## src/ppfs_pkg.sv

```systemverilog
// Behaviour
// RULE1: port mode pin low selects host port, high selects external memory.
// RULE2: reset captures port mode pin as microcomputer mode bit initial value.
// RULE3: each external flag is output only, driven by a software set latch.
// RULE4: off control low floats flags, memory strobe and space selects.
// RULE5: in memory mode general pin 0 is rom enable input after reset.
// RULE6: general io write latches values onto pins configured as outputs.
// RULE7: general io read returns live states of pins configured as inputs.
// RULE8: per pin direction field sets each general pin direction.
// RULE9: general pin 2 as input feeds branch condition, still readable.
// RULE10: program space select asserted for each external program access.
// RULE11: in host mode host drives program select as first host strobe.
// RULE12: data space select asserted for each external data access.
// RULE13: in host mode host drives data select as second host strobe.
// RULE14: io space select asserted for each external io access.
// RULE15: in host mode io select pin becomes sub b general pin 3 and timer.
// RULE16: memory strobe driven only in memory mode, timing accesses; the code strobes program and data accesses only, not io accesses.
// RULE17: read/write output high for reads, low only during writes.
// RULE18: space selects and memory strobe are active low.
// RULE19: pin function changes never glitch an active strobe.
package ppfs_pkg;
  localparam int unsigned GPIO_W     = 4;
  localparam int unsigned GP_ROM_ENABLE_INPUT   = 0;
  localparam int unsigned GP_BRANCH  = 2;
  localparam int unsigned GP_TIMER   = 3;
  localparam logic        FLAG_RST   = 1'b0;
  localparam logic [3:0]  GPIO_RST   = 4'h0;
  localparam logic [3:0]  DIR_RST    = 4'h0;
  localparam logic        STRB_IDLE  = 1'b1;
  localparam logic [1:0]  SPC_PROG   = 2'h0;
  localparam logic [1:0]  SPC_DATA   = 2'h1;
  localparam logic [1:0]  SPC_IO     = 2'h2;

  typedef enum logic [1:0] {
    PPFS_IDLE   = 2'b00,
    PPFS_ACTIVE = 2'b01,
    PPFS_DRAIN  = 2'b11
  } ppfs_acc_t;
endpackage : ppfs_pkg

```

## src/ppfs_gpio.sv

```systemverilog
`timescale 1ns/1ps
// one subsystem's four general pins, register write/read and direction
module ppfs_gpio (
  input  wire logic       ref_clk_i,
  input  wire logic       arst_n_i,
  input  wire logic       wr_i,
  input  wire logic [3:0] wr_val_i,
  input  wire logic [3:0] wr_dir_i,
  input  wire logic [3:0] pin_i,
  output logic      [3:0] pin_o,
  output logic      [3:0] pin_oe_o,
  output logic      [3:0] rd_val_o,
  output logic      [3:0] dir_o,
  output logic            branch_cond_o
);
  logic [3:0] out_r;
  logic [3:0] dir_r;

  always_ff @(posedge ref_clk_i or negedge arst_n_i) begin
    if (!arst_n_i) begin
      out_r <= ppfs_pkg::GPIO_RST;
      dir_r <= ppfs_pkg::DIR_RST;
    end else if (wr_i) begin
      out_r <= wr_val_i;  // [RULE6]
      dir_r <= wr_dir_i;  // [RULE8]
    end
  end

  assign pin_o    = out_r;
  assign pin_oe_o = dir_r;  // [RULE8]
  assign dir_o    = dir_r;
  // output pins read back their latch, inputs read the live pin
  assign rd_val_o = (pin_i & ~dir_r) | (out_r & dir_r);  // [RULE7]
  // branch condition only meaningful while pin 2 is an input
  assign branch_cond_o = ~dir_r[ppfs_pkg::GP_BRANCH] &
                         pin_i[ppfs_pkg::GP_BRANCH];  // [RULE9]
endmodule : ppfs_gpio

```

## src/ppfs_strobe.sv

```systemverilog
`timescale 1ns/1ps
// memory-side strobe sequencer: one access at a time
module ppfs_strobe (
  input  wire logic       ref_clk_i,
  input  wire logic       arst_n_i,
  input  wire logic       mem_mode_i,
  input  wire logic       acc_req_i,
  input  wire logic [1:0] acc_space_i,
  input  wire logic       acc_write_i,
  input  wire logic       acc_end_i,
  output logic            prog_sel_n_o,
  output logic            data_sel_n_o,
  output logic            io_sel_n_o,
  output logic            strobe_n_o,
  output logic            rw_o,
  output logic            busy_o
);
  ppfs_pkg::ppfs_acc_t st_r;
  logic [1:0]          space_r;
  logic                wr_r;

  // ---------------------------------------------------------------
  // access state
  // ---------------------------------------------------------------
  always_ff @(posedge ref_clk_i or negedge arst_n_i) begin
    if (!arst_n_i) begin
      st_r    <= ppfs_pkg::PPFS_IDLE;
      space_r <= ppfs_pkg::SPC_PROG;
      wr_r    <= 1'b0;
    end else begin
      case (st_r)
        ppfs_pkg::PPFS_IDLE: begin
          // new access only starts in memory mode
          if (acc_req_i && mem_mode_i) begin  // [RULE16]
            st_r    <= ppfs_pkg::PPFS_ACTIVE;
            space_r <= acc_space_i;
            wr_r    <= acc_write_i;
          end
        end
        ppfs_pkg::PPFS_ACTIVE: begin
          // a mode change lets the access finish before release
          if (acc_end_i) begin  // [RULE19]
            st_r <= ppfs_pkg::PPFS_DRAIN;
          end
        end
        ppfs_pkg::PPFS_DRAIN: begin
          st_r <= ppfs_pkg::PPFS_IDLE;
          wr_r <= 1'b0;
        end
        default: begin
          st_r <= ppfs_pkg::PPFS_IDLE;
        end
      endcase
    end
  end

  logic act;
  assign act = (st_r == ppfs_pkg::PPFS_ACTIVE);

  // ---------------------------------------------------------------
  // registered active-low strobes, glitch free
  // ---------------------------------------------------------------
  always_ff @(posedge ref_clk_i or negedge arst_n_i) begin
    if (!arst_n_i) begin
      prog_sel_n_o <= ppfs_pkg::STRB_IDLE;
      data_sel_n_o <= ppfs_pkg::STRB_IDLE;
      io_sel_n_o   <= ppfs_pkg::STRB_IDLE;
      strobe_n_o   <= ppfs_pkg::STRB_IDLE;
      rw_o         <= 1'b1;
    end else begin
      prog_sel_n_o <= ~(act & (space_r == ppfs_pkg::SPC_PROG));  // [RULE10] [RULE18]
      data_sel_n_o <= ~(act & (space_r == ppfs_pkg::SPC_DATA));  // [RULE12] [RULE18]
      io_sel_n_o   <= ~(act & (space_r == ppfs_pkg::SPC_IO));    // [RULE14] [RULE18]
      strobe_n_o   <= ~(act & (space_r == ppfs_pkg::SPC_PROG ||
                               space_r == ppfs_pkg::SPC_DATA));  // [RULE16]
      rw_o         <= ~(act & wr_r);  // [RULE17]
    end
  end

  assign busy_o = (st_r != ppfs_pkg::PPFS_IDLE);
endmodule : ppfs_strobe

```

## src/ppfs_top.sv

```systemverilog
`timescale 1ns/1ps
module ppfs_top (
  input  wire logic       ref_clk_i,
  input  wire logic       arst_n_i,
  input  wire logic       port_mode_pin_i,
  input  wire logic       off_n_i,
  // external flags, one per subsystem
  input  wire logic       flag_a_set_i,
  input  wire logic       flag_a_clr_i,
  input  wire logic       flag_b_set_i,
  input  wire logic       flag_b_clr_i,
  output logic            flag_a_o,
  output logic            flag_a_oe_o,
  output logic            flag_b_o,
  output logic            flag_b_oe_o,
  // mode status
  output logic            host_port_mode_o,
  output logic            microcomputer_mode_bit_o,
  output logic            rom_enable_a_o,
  output logic            rom_enable_b_o,
  // general io register access per subsystem
  input  wire logic       gpio_a_wr_i,
  input  wire logic [3:0] gpio_a_wr_val_i,
  input  wire logic [3:0] gpio_a_wr_dir_i,
  output logic      [3:0] gpio_a_rd_val_o,
  output logic      [3:0] gpio_a_dir_o,
  input  wire logic       gpio_b_wr_i,
  input  wire logic [3:0] gpio_b_wr_val_i,
  input  wire logic [3:0] gpio_b_wr_dir_i,
  output logic      [3:0] gpio_b_rd_val_o,
  output logic      [3:0] gpio_b_dir_o,
  input  wire logic       timer_output_sub_b_i,
  output logic            branch_cond_a_o,
  output logic            branch_cond_b_o,
  // general io pins
  input  wire logic [3:0] gpio_a_pin_i,
  output logic      [3:0] gpio_a_pin_o,
  output logic      [3:0] gpio_a_pin_oe_o,
  input  wire logic [2:0] gpio_b_pin_i,
  output logic      [2:0] gpio_b_pin_o,
  output logic      [2:0] gpio_b_pin_oe_o,
  // external access requests from the core
  input  wire logic       acc_req_i,
  input  wire logic [1:0] acc_space_i,
  input  wire logic       acc_write_i,
  input  wire logic       acc_end_i,
  output logic            acc_busy_o,
  // shared memory control pins
  input  wire logic       prog_sel_pin_i,
  output logic            prog_sel_n_o,
  output logic            prog_sel_oe_o,
  input  wire logic       data_sel_pin_i,
  output logic            data_sel_n_o,
  output logic            data_sel_oe_o,
  input  wire logic       io_sel_pin_i,
  output logic            io_sel_o,
  output logic            io_sel_oe_o,
  output logic            memory_strobe_n_o,
  output logic            memory_strobe_oe_o,
  output logic            rw_o,
  output logic            rw_oe_o,
  output logic            host_strobe_one_n_o,
  output logic            host_strobe_two_n_o
);
  // ---------------------------------------------------------------
  // mode and reset capture
  // ---------------------------------------------------------------
  logic mode_r;
  logic seen_r;
  logic mpmc_r;
  logic roma_r;
  logic romb_r;
  logic busy;

  // mode follows pin, but waits while an access is open or being taken,
  // else the pins would swap function under a starting strobe
  always_ff @(posedge ref_clk_i or negedge arst_n_i) begin
    if (!arst_n_i) begin
      mode_r <= 1'b0;
    end else if (!busy && !(acc_req_i && mode_r)) begin
      mode_r <= port_mode_pin_i;  // [RULE1] [RULE19]
    end
  end

  // straps are caught on the first edge after reset release
  always_ff @(posedge ref_clk_i or negedge arst_n_i) begin
    if (!arst_n_i) begin
      seen_r <= 1'b0;
      mpmc_r <= 1'b0;
      roma_r <= 1'b0;
      romb_r <= 1'b0;
    end else if (!seen_r) begin
      seen_r <= 1'b1;
      mpmc_r <= port_mode_pin_i;  // [RULE2]
      roma_r <= port_mode_pin_i & gpio_a_pin_i[ppfs_pkg::GP_ROM_ENABLE_INPUT];  // [RULE5]
      romb_r <= port_mode_pin_i & gpio_b_pin_i[ppfs_pkg::GP_ROM_ENABLE_INPUT];  // [RULE5]
    end
  end

  assign host_port_mode_o         = ~mode_r;
  assign microcomputer_mode_bit_o = mpmc_r;
  assign rom_enable_a_o           = roma_r;
  assign rom_enable_b_o           = romb_r;

  // ---------------------------------------------------------------
  // external flags
  // ---------------------------------------------------------------
  logic fla_r;
  logic flb_r;

  always_ff @(posedge ref_clk_i or negedge arst_n_i) begin
    if (!arst_n_i) begin
      fla_r <= ppfs_pkg::FLAG_RST;
      flb_r <= ppfs_pkg::FLAG_RST;
    end else begin
      if (flag_a_set_i) fla_r <= 1'b1;  // [RULE3]
      else if (flag_a_clr_i) fla_r <= 1'b0;
      if (flag_b_set_i) flb_r <= 1'b1;  // [RULE3]
      else if (flag_b_clr_i) flb_r <= 1'b0;
    end
  end

  assign flag_a_o    = fla_r;
  assign flag_b_o    = flb_r;
  assign flag_a_oe_o = off_n_i;  // [RULE4]
  assign flag_b_oe_o = off_n_i;  // [RULE4]

  // ---------------------------------------------------------------
  // general io
  // ---------------------------------------------------------------
  logic [3:0] a_po;
  logic [3:0] a_oe;
  logic [3:0] b_po;
  logic [3:0] b_oe;
  logic [3:0] b_pin;

  // sub b pin 3 lives on the io select pin in host mode
  assign b_pin = {io_sel_pin_i, gpio_b_pin_i};  // [RULE15]

  ppfs_gpio u_gpio_a (
    .ref_clk_i     (ref_clk_i),
    .arst_n_i      (arst_n_i),
    .wr_i          (gpio_a_wr_i),
    .wr_val_i      (gpio_a_wr_val_i),
    .wr_dir_i      (gpio_a_wr_dir_i),
    .pin_i         (gpio_a_pin_i),
    .pin_o         (a_po),
    .pin_oe_o      (a_oe),
    .rd_val_o      (gpio_a_rd_val_o),
    .dir_o         (gpio_a_dir_o),
    .branch_cond_o (branch_cond_a_o)
  );

  ppfs_gpio u_gpio_b (
    .ref_clk_i     (ref_clk_i),
    .arst_n_i      (arst_n_i),
    .wr_i          (gpio_b_wr_i),
    .wr_val_i      (gpio_b_wr_val_i),
    .wr_dir_i      (gpio_b_wr_dir_i),
    .pin_i         (b_pin),
    .pin_o         (b_po),
    .pin_oe_o      (b_oe),
    .rd_val_o      (gpio_b_rd_val_o),
    .dir_o         (gpio_b_dir_o),
    .branch_cond_o (branch_cond_b_o)
  );

  // in memory mode pin 0 is held as the rom enable input
  assign gpio_a_pin_o    = a_po;
  assign gpio_a_pin_oe_o = a_oe & {3'h7, ~mode_r};  // [RULE5]
  assign gpio_b_pin_o    = b_po[2:0];
  assign gpio_b_pin_oe_o = b_oe[2:0] & {2'h3, ~mode_r};  // [RULE5]

  // ---------------------------------------------------------------
  // memory strobes and pin sharing
  // ---------------------------------------------------------------
  logic ps_n;
  logic ds_n;
  logic is_n;
  logic ms_n;
  logic rw;

  ppfs_strobe u_strobe (
    .ref_clk_i    (ref_clk_i),
    .arst_n_i     (arst_n_i),
    .mem_mode_i   (mode_r),
    .acc_req_i    (acc_req_i),
    .acc_space_i  (acc_space_i),
    .acc_write_i  (acc_write_i),
    .acc_end_i    (acc_end_i),
    .prog_sel_n_o (ps_n),
    .data_sel_n_o (ds_n),
    .io_sel_n_o   (is_n),
    .strobe_n_o   (ms_n),
    .rw_o         (rw),
    .busy_o       (busy)
  );

  assign acc_busy_o        = busy;
  assign prog_sel_n_o      = ps_n;
  assign data_sel_n_o      = ds_n;
  assign memory_strobe_n_o = ms_n;
  assign rw_o              = rw;

  // host mode: select pins are host strobe inputs, never driven
  assign prog_sel_oe_o       = off_n_i & mode_r;  // [RULE4] [RULE11]
  assign data_sel_oe_o       = off_n_i & mode_r;  // [RULE4] [RULE13]
  assign memory_strobe_oe_o  = off_n_i & mode_r;  // [RULE4] [RULE16]
  assign rw_oe_o             = off_n_i & mode_r;  // [RULE17]
  assign host_strobe_one_n_o = prog_sel_pin_i;  // [RULE11]
  assign host_strobe_two_n_o = data_sel_pin_i;  // [RULE13]

  // io select pin: space select in memory mode, sub b pin 3 otherwise
  logic b3_val;
  assign b3_val = b_po[ppfs_pkg::GP_TIMER] | timer_output_sub_b_i;
  assign io_sel_o    = mode_r ? is_n : b3_val;  // [RULE15]
  assign io_sel_oe_o = off_n_i &
                       (mode_r | b_oe[ppfs_pkg::GP_TIMER]);  // [RULE4] [RULE15]
endmodule : ppfs_top

```

## config.mk

```make
export PLATFORM = sky130hd
export DESIGN_NAME = ppfs_top
export DESIGN_NICKNAME = d
export VERILOG_FILES = /design/src/ppfs_pkg.sv /design/src/ppfs_gpio.sv /design/src/ppfs_strobe.sv /design/src/ppfs_top.sv
export SDC_FILE = /design/constraint.sdc
export NUM_CORES = 1
export LEC_CHECK = 0
export BUFFER_PORTS_ARGS = -buffer_cell sky130_fd_sc_hd__buf_4
export CORE_UTILIZATION = 43
export CTS_CLUSTER_SIZE = 12
export DETAILED_ROUTE_END_ITERATION = 8
export PLACE_DENSITY = 0.8
export SLEW_MARGIN = 20
export SYNTH_ARGS = -nofsm -noshare
export SYNTH_HDL_FRONTEND = slang
export SYNTH_HIERARCHICAL = 1
export SYNTH_SLANG_ARGS = --single-unit
export TNS_END_PERCENT = 100
```

## constraint.sdc

```tcl
create_clock -name ref_clk_i -period 1.58 [get_ports ref_clk_i]
set_input_delay 0.158 -clock ref_clk_i [delete_from_list [all_inputs] [get_ports ref_clk_i]]
set_output_delay 0.158 -clock ref_clk_i [all_outputs]
set_load 0.01 [all_outputs]
```

After elaboration in Yosys (flattened, before gate mapping). Index checks and enable logic that the tools add are counted.

Register bits after elaboration: 33. Output and inout bits: 53.

Eq/ne operators: 6. Bitwise operators: 31. Multiplexer cells: 10. Reductions and logical operators: 14.

Operators with widths (count): $and A4 B4 Y4 (5); $and A1 B1 Y1 (11); $not A1 Y1 (8); $not A4 Y4 (2); $or A4 B4 Y4 (2); $reduce_bool A2 Y1 (4); $mux W1 (6); $reduce_and A2 Y1 (3); $eq A2 B1 Y1 const B (2); $eq A2 B2 Y1 const B (2); $logic_not A2 Y1 (2); $mux W2 (2); $ne A2 B2 Y1 const B (2); $pmux W2 S2 (1); $and A3 B3 Y3 (1); $logic_and A1 B1 Y1 (2); $logic_not A1 Y1 (2); $or A1 B1 Y1 (2); $pmux W1 S2 (1); $logic_or A1 B1 Y1 (1).

Longest topological paths before layout. Gate-level depths: netlist (run 1).

Word-level depth: 4. Depth in mapped cells: 3. Mapped depth without buffers: 3.

Modules after synthesis. Netlist (run 1), hierarchy kept.

Modules (own cells, without submodules): ppfs_gpio (times used 2, seq. area each 200.2 µm², area an instance 412.9 µm², cells each 26); ppfs_strobe (times used 1, seq. area each 256.5 µm², area an instance 391.6 µm², cells each 29); ppfs_top (times used 1, seq. area each 175.2 µm², area an instance 344.1 µm², cells each 38).

Worst setup path after synthesis (run 1). No wires, ideal clock.

Path kind: register -> register. Start: register u_strobe.st_r[1]. End: register u_strobe.space_r[0]. Data required time: 1453 ps. Data arrival time: 1106 ps. Buffers on the path: 0. Cell stages (with the launch flop): 4. Library setup time: 127 ps. Setup slack: 346 ps. Path through: dfrtp_1 > or2_4 > nor2_4 > mux2_1.

Cells in the longest elaborated chain, start to end: 2.

RTL lines: from (decl) (RTL line ppfs_strobe.sv:18) `ppfs_pkg::ppfs_acc_t st_r;`; from (signal assigned) (RTL line ppfs_strobe.sv:27) `st_r <= ppfs_pkg::PPFS_IDLE;`; from (signal assigned) (RTL line ppfs_strobe.sv:35) `st_r <= ppfs_pkg::PPFS_ACTIVE;`; from (signal assigned) (RTL line ppfs_strobe.sv:43) `st_r <= ppfs_pkg::PPFS_DRAIN;`; $logic_not A2 Y1 (RTL line ppfs_strobe.sv:31) `case (st_r)`; $reduce_and A2 Y1 (no source line); to (signal assigned) (RTL line ppfs_strobe.sv:28) `space_r <= ppfs_pkg::SPC_PROG;`; to (signal assigned) (RTL line ppfs_strobe.sv:36) `space_r <= acc_space_i;`; to (decl) (RTL line ppfs_strobe.sv:19) `logic [1:0] space_r;`.

Every way passes these cells. A chain may end at the register's enable or synchronous reset.

Final worst setup path (run 1).
Start: register u_gpio_b.dir_r[2] (netlist: u_gpio_b/dir_o[2]). End: output port gpio_b_rd_val_o[2].

Cells in the longest elaborated chain, start to end: 3. Elaborated cells on any way between the ends: 4. Those cells by class: bitwise (4).

RTL lines: from (decl) (RTL line ppfs_gpio.sv:17) `logic [3:0] dir_r;`; from (signal assigned) (RTL line ppfs_gpio.sv:22) `dir_r <= ppfs_pkg::DIR_RST;`; from (signal assigned) (RTL line ppfs_gpio.sv:25) `dir_r <= wr_dir_i;`; $not A4 Y4 (RTL line ppfs_gpio.sv:33) `assign rd_val_o = (pin_i & ~dir_r) | (out_r & dir_r);`; $and A4 B4 Y4 (RTL line ppfs_gpio.sv:33); $or A4 B4 Y4 * (RTL line ppfs_gpio.sv:33); to (decl) (RTL line ppfs_top.sv:30) `output logic [3:0] gpio_b_rd_val_o,`.

Every way passes the cells marked *; elsewhere a longest branch is shown, timed or not.

==> results.toml, run 1 <==
[worst_setup_path]
required_ns = 1.42
critPathArrivalTime_ns = 1.26
critical_path.cell_chain = "mux2_2 -> buf_4"
endpoint = "gpio_b_rd_val_o[2]"
critPathKind = "reg -> out"
r2r_end = "u_strobe/space_r[0]"
reg2regPathDepth = 3
startpoint_type = "register"
cp-startpoint = "u_gpio_b/dir_o[2]"
cp_max_fo = 5
slowest_delay_ns = 0.43
cp_slowest_cell = "dfrtp_1"
reg2reg_from = "u_strobe/st_r[1]"
crit_path_end_kind = "output port"
r2r_slack_ns = 0.30

[flow_run]
max_cap_viol_count = 0

[placement]
place_congestion = 0.764
dp_hpwl_mm = 2.47
portBuffers = 90

[global_route]
grt_max_degree = 34
antenna_found_initial = 0
busiest_layer = "met2"
gr-usage-met3 = 0.0882
grt.overflow.total = 0
grt_pass1_vias = 1172
grt_use_met1 = 0.187
grt.total_usage = 0.177
grt_pass1_wl_mm = 5.35
grt_util_met2 = 0.305

[clock_tree]
cts.sinks = 33
h-tree-depth = 2
cts_made_buffers = 5
cts_hold_buf = 3
clkLatencyLatePin_ns = 0.33
postCtsSetupBuffers = 0
cts_tree = "done"
cts.clk_slew.worst_paths_ns = 0.10
cts-root-buf = "clkbuf_4"
post_cts_resized = 0
clockBufferDepth = 2

[timing]
fin_crit_ns = 1.42
maxSlewViolCount = 0
fin_tns_setup_ns = 0
finalHoldViolations = 0
setup-violations-final = 0
rsz0062_at_grt = "false"
skew_ns = 0.0116
post-route-period-util = 0.897
fmax_mhz = 706

[routing]
routed_via_density = 4.67
drc_errors = 0
wire_per_inst_um = 12.9
routed_wl_mm = 3.21
antenna_left = 0
first_pass_iters = 4
vias = 1164
drt_iter0_drc = 18

[synth]
yosys_register_bits = 33
ys_types = 25
synthCells = 119
synth_fp_nets = 161
syn_area_sq_um = 1560
syn_avg_cell_area_sq_um = 13.1
yosysWarnings = 6
seq_area_frac_synth = 0.533

[die]
coreArea_sq_um = 3420
initial_core_util = 0.457
dieHeight_um = 62.3
die_area_sq_um = 3880
io_pins = 95
num_rows = 21
die-width_um = 62.3

[run_status]
outcome = "completed"

[layout]
fin_nets = 244
final_common_cell = "buf_4"
syn2layout_area_growth_pct = 44.0
n_antenna_cell = 0
layout_common_cells = "buf_4 (90), dfrtp_1 (28), mux2_4 (16)"
drive_above_1_share = 0.640

[power]
leakage_nw = 1.14
power_density_nw_per_um2 = 1170
peakVddDrop_mv = 0.550
power_mw = 2.63

[worst_hold_path]
hold_class = "in -> reg"
## final cells by class
| type | count | area, sq um |
|---|---|---|
| Clock buffer | 8 | 58.8 |
| Fill cell | 272 | 1170 |
| Inverter | 4 | 15.0 |
| Multi-Input combinational cell | 65 | 579 |
| Sequential cell | 33 | 832 |
| Tap cell | 46 | 57.6 |
| Timing Repair Buffer | 93 | 706 |
## cell usage after synthesis
master | instances | share of area
a21o_1 | 2 | 0.0096
a21oi_1 | 2 | 0.0064
and2_1 | 2 | 0.0080
and2b_2 | 1 | 0.0056
and4b_1 | 1 | 0.0064
buf_4 | 15 | 0.072
buf_6 | 2 | 0.014
conb_1 | 1 | 0.0024
dfrtp_1 | 28 | 0.45
dfstp_2 | 5 | 0.084
inv_1 | 4 | 0.0096
mux2_1 | 2 | 0.014
mux2_2 | 8 | 0.058
mux2_4 | 16 | 0.15
nand2_1 | 8 | 0.019
nand2b_2 | 1 | 0.0056
nand3b_1 | 2 | 0.0096
nor2_1 | 2 | 0.0048
nor2_4 | 1 | 0.0072
nor2b_1 | 5 | 0.020
o21a_1 | 1 | 0.0048
o21ai_0 | 2 | 0.0064
o21ai_1 | 6 | 0.019
or2_2 | 1 | 0.0040
or2_4 | 1 | 0.0056
## state kept, by name (all words and copies together), names as in the netlist, 2 cells and up
| register | flops |
|---|---|
| u_gpio_a/dir_o | 4 |
| u_gpio_a/pin_o | 4 |
| u_gpio_b/dir_o | 4 |
| u_gpio_b/pin_o | 4 |
| u_strobe/space_r | 2 |
| u_strobe/st_r | 2 |
## kinds of logic (layout without fill, tap and decap cells)
family          Yosys count  in the layout  share of synthesized area
compound gates           13             13                     0.0465
simple gates             25             25                     0.0962
flops                    33             33                      0.533
mux                      26             26                      0.226
other cells               1              1                    0.00240
buf+inv                  21            105                     0.0962
## stage by stage
stage	hold slack [ns]	instance area, sq um	setup WS (ns)	utilization	cells
5_1_grt	0.0327	2250	0.0772	0.658	249
3_3_place_gp	0.111	2160	0.346	0.632	238
4_1_cts	0.0346	2250	0.151	0.658	249
3_5_place_dp	0.119	2160	0.321	0.632	238
2_1_floorplan	-0.138	1560	0.346	-	119
6_report	0.0456	2250	0.163	0.658	249
## worst min path at each step
stage	start	end	slack (ns)	cells past startpoint
after global placement	arst_n_i	rom_enable_b_o	0.11	1
after floorplan	arst_n_i	flag_a_o	-0.14	0
after detailed placement	arst_n_i	rom_enable_a_o	0.12	1
final	acc_end_i	u_strobe/st_r[1]	0.05	2
after CTS	acc_end_i	u_strobe/st_r[1]	0.03	2
after global routing	acc_end_i	u_strobe/st_r[1]	0.03	2
## where the power goes
group | switching [mW] | internal (mW) | leakage, nW
sequential | 0.158 | 1.04 | 0.384
clock | 0.254 | 0.219 | 0.0326
combinational | 0.393 | 0.560 | 0.727
## per-layer routing
metal | routed length [um] | up-vias
li1 | - | 553
met1 | 1260 | 540
met2 | 1560 | 64
met3 | 340 | 7
met4 | 47 | 0
met5 | 0 | -
## worst max-delay path, delay by kind of cell (launching register included)
kind     cells  cell delay (ns)
flops        1             0.43
mux          1             0.36
buf+inv      1             0.14
No activity file was read; power rests on OpenSTA's default activity.
==> run 2: changes to the inputs <==
--- a/config.mk
+++ b/config.mk
@@ -6,13 +6,12 @@
 export NUM_CORES = 1
 export LEC_CHECK = 0
 export BUFFER_PORTS_ARGS = -buffer_cell sky130_fd_sc_hd__buf_4
-export CORE_UTILIZATION = 43
+export CORE_UTILIZATION = 42
 export CTS_CLUSTER_SIZE = 12
 export DETAILED_ROUTE_END_ITERATION = 8
-export PLACE_DENSITY = 0.8
+export PLACE_DENSITY = 0.79
 export SLEW_MARGIN = 20
 export SYNTH_ARGS = -nofsm -noshare
 export SYNTH_HDL_FRONTEND = slang
-export SYNTH_HIERARCHICAL = 1
 export SYNTH_SLANG_ARGS = --single-unit
 export TNS_END_PERCENT = 100
==> run 2 against run 1 <==
Power decreased by 3.0%. Die area decreased by 2.7%. First-iteration DRC count decreased by 11%. Core utilization decreased by 1.4 points. Critical endpoint is now rw_oe_o. Non-clock buffer count unchanged. Sequential power about the same. Combinational power decreased by 3.9%. Largest power group unchanged. Routed wire length increased by 3.1%. Register-to-register slack about the same. Final area decreased by 3.6%. Fmax decreased by 0.11%.
==> results.toml, run 2 <==
[run_status]
outcome = "completed"

[synth]
yosys.area_share.simple = 0.101
synthAdderAreaFrac = 0
synth_flop_cell = "dfrtp_1"
syn_avg_cell_area_sq_um = 12.4
synth_top_area_share = 0.473
yosys-top-cells-area = "dfrtp_1 (47%), mux2_2 (17%), dfstp_2 (8.9%)"
yosys_register_bits = 33
syn_area_sq_um = 1480
synthArstFlopShare = 1.00
synth_fp_nets = 162
synth_top_family_by_area = "multiplexers"
synthMuxAreaShare = 0.182
seq_area_frac_synth = 0.561
synth_edf_count = 0
ys_types = 24
yosysWarnings = 0
synthCells = 120
synthMostInstantiatedCell = "dfrtp_1"
synthTopCellsByCount = "dfrtp_1 (28), mux2_2 (22), buf_4 (15)"
synth_top_area_cell = "dfrtp_1"
synth-xor-area-share = 0
synth-compound-area-share = 0.0565

[clock_tree]
cts.sinks = 33
cts-root-buf = "clkbuf_4"
cts_made_buffers = 5
h-tree-depth = 2
cts.clk_slew.worst_paths_ns = 0.09
clkLatencyLatePin_ns = 0.33
cts_tree = "done"
clockBufferDepth = 2

[die]
io_pins = 95
coreArea_sq_um = 3360
num_rows = 21
dieHeight_um = 61.4
die_area_sq_um = 3770
initial_core_util = 0.441
die-width_um = 61.4

[layout]
syn2layout_area_growth_pct = 46.2
final_common_cell = "buf_4"
nFillCells = 287
layout_common_cells = "buf_4 (90), dfrtp_1 (28), mux2_2 (22)"
finalInstanceArea_sq_um = 2170
drive_above_1_share = 0.611
n_antenna_cell = 0
fin_nets = 244

[routing]
routed_via_density = 4.69
first_pass_iters = 4
vias = 1168
wire_per_inst_um = 13.3
antenna_left = 0
routed_wl_mm = 3.31
drc_errors = 0
drt_iter0_drc = 16

[timing]
post-route-period-util = 0.898
fin_hold_ws_ns = 0.0297
fmax_mhz = 705
rsz0062_at_grt = "false"
maxSlewViolCount = 0
fin_crit_ns = 1.42
setup-violations-final = 0
fin_tns_setup_ns = 0
finalHoldViolations = 0
skew_ns = 0.00739

[worst_setup_path]
required_ns = 1.42
cp_max_fo = 10
critPathKind = "reg -> out"
startpoint_type = "register"
r2r_slack_ns = 0.29
reg2regPathDepth = 3
reg2reg_from = "u_strobe.st_r[0]"
r2r_end = "u_strobe.space_r[1]"
crit_path_end_kind = "output port"
critPathArrivalTime_ns = 1.26

[power]
power.switching_mw = 0.809
power_density_nw_per_um2 = 1180
combPwrFrac = 0.359
switching_share = 0.317
clockPowerShare = 0.173
leakage_nw = 1.08
p_int_mw = 1.74
peakVddDrop_mv = 0.719
power_mw = 2.55
seqPwrFrac = 0.468

[global_route]
grt_max_degree = 34
antenna_found_initial = 0
grt.overflow.total = 0
grt_pass1_wl_mm = 5.07
grt.total_usage = 0.192
grt_pass1_vias = 1127

[placement]
dp_hpwl_mm = 2.52
portBuffers = 90
place_congestion = 0.701
place_area_sq_um = 2090

[worst_hold_path]
hold_class = "in -> reg"
worstHoldEndpoint = "u_strobe.st_r[1]"
holdPathStages = 2
hp-start = "acc_end_i"

[flow_run]
max_cap_viol_count = 0
==> run 2: cell types whose count changed in the layout (fill, tap and decap cells not counted), sizes merged <==
cell   previous run  this run
nor2              3         4
mux2             26        24
o22ai             0         1
o21ai             8         6
a21o              2         4
==> run 2: cells by family after synthesis <==
family,count (synthesis)
mux,24
other cells,1
compound gates,14
flops,33
simple gates,26
buf+inv,22
==> run 2: worst max-delay path by stage <==
stage	start	end	cells past startpoint
2_1_floorplan	u_strobe.st_r[0]	u_strobe.space_r[0]	3
3_3_place_gp	u_strobe.st_r[0]	u_strobe.space_r[1]	3
3_5_place_dp	u_strobe.st_r[0]	u_strobe.space_r[1]	3
4_1_cts	mode_r	rw_oe_o	2
5_1_grt	mode_r	data_sel_oe_o	2
6_report	mode_r	rw_oe_o	2
==> run 2: metal layers <==
layer,routed length [um],global-route usage,share of wire,up-vias
met3,284,0.0609,0.086,7
met1,1170,0.210,0.35,561
li1,-,-,-,552
met5,0,0,0,-
met2,1780,0.334,0.54,48
met4,73,0.0984,0.022,0
==> run 2: critical path, cell delays in order, from the launching register on <==
cell     delay [ns]
dfrtp_1        0.54
and2_1         0.24
buf_4          0.14
==> run 2: power by group through the flow <==
stage          combinational, mW  sequential (mW)  clock [mW]
2_1_floorplan              0.494             1.19           0
3_3_place_gp               0.901             1.19           0
3_5_place_dp               0.919             1.21           0
4_1_cts                    0.929             1.20       0.467
5_1_grt                     1.02             1.23       0.494
6_report                   0.916             1.19       0.440
==> run 2: per-stage QoR <==
stage / setup WS, ns / utilization / std cells
6_report: 0.161 / 0.644 / 249
5_1_grt: 0.0762 / 0.644 / 249
4_1_cts: 0.139 / 0.644 / 249
3_5_place_dp: 0.304 / 0.621 / 238
3_3_place_gp: 0.349 / 0.621 / 238
2_1_floorplan: 0.347 / - / 120
==> run 2: final cells by class <==
class | count | area (sq um) | area share
multi-input combinational | 65 | 508 | 0.234
sequential | 33 | 832 | 0.384
clock buffer | 8 | 48.8 | 0.0225
tap | 46 | 57.6 | 0.0266
timing repair buffer | 93 | 706 | 0.326
inverter | 4 | 15.0 | 0.00693
==> run 2: repair_timing <==
action / CTS / global route
gates resized for setup: 0 / 0
buffers inserted: 0 / 0
hold endpoints to repair: 30 / 0
hold buffers: 3 / 0
setup endpoints to repair: 0 / 0
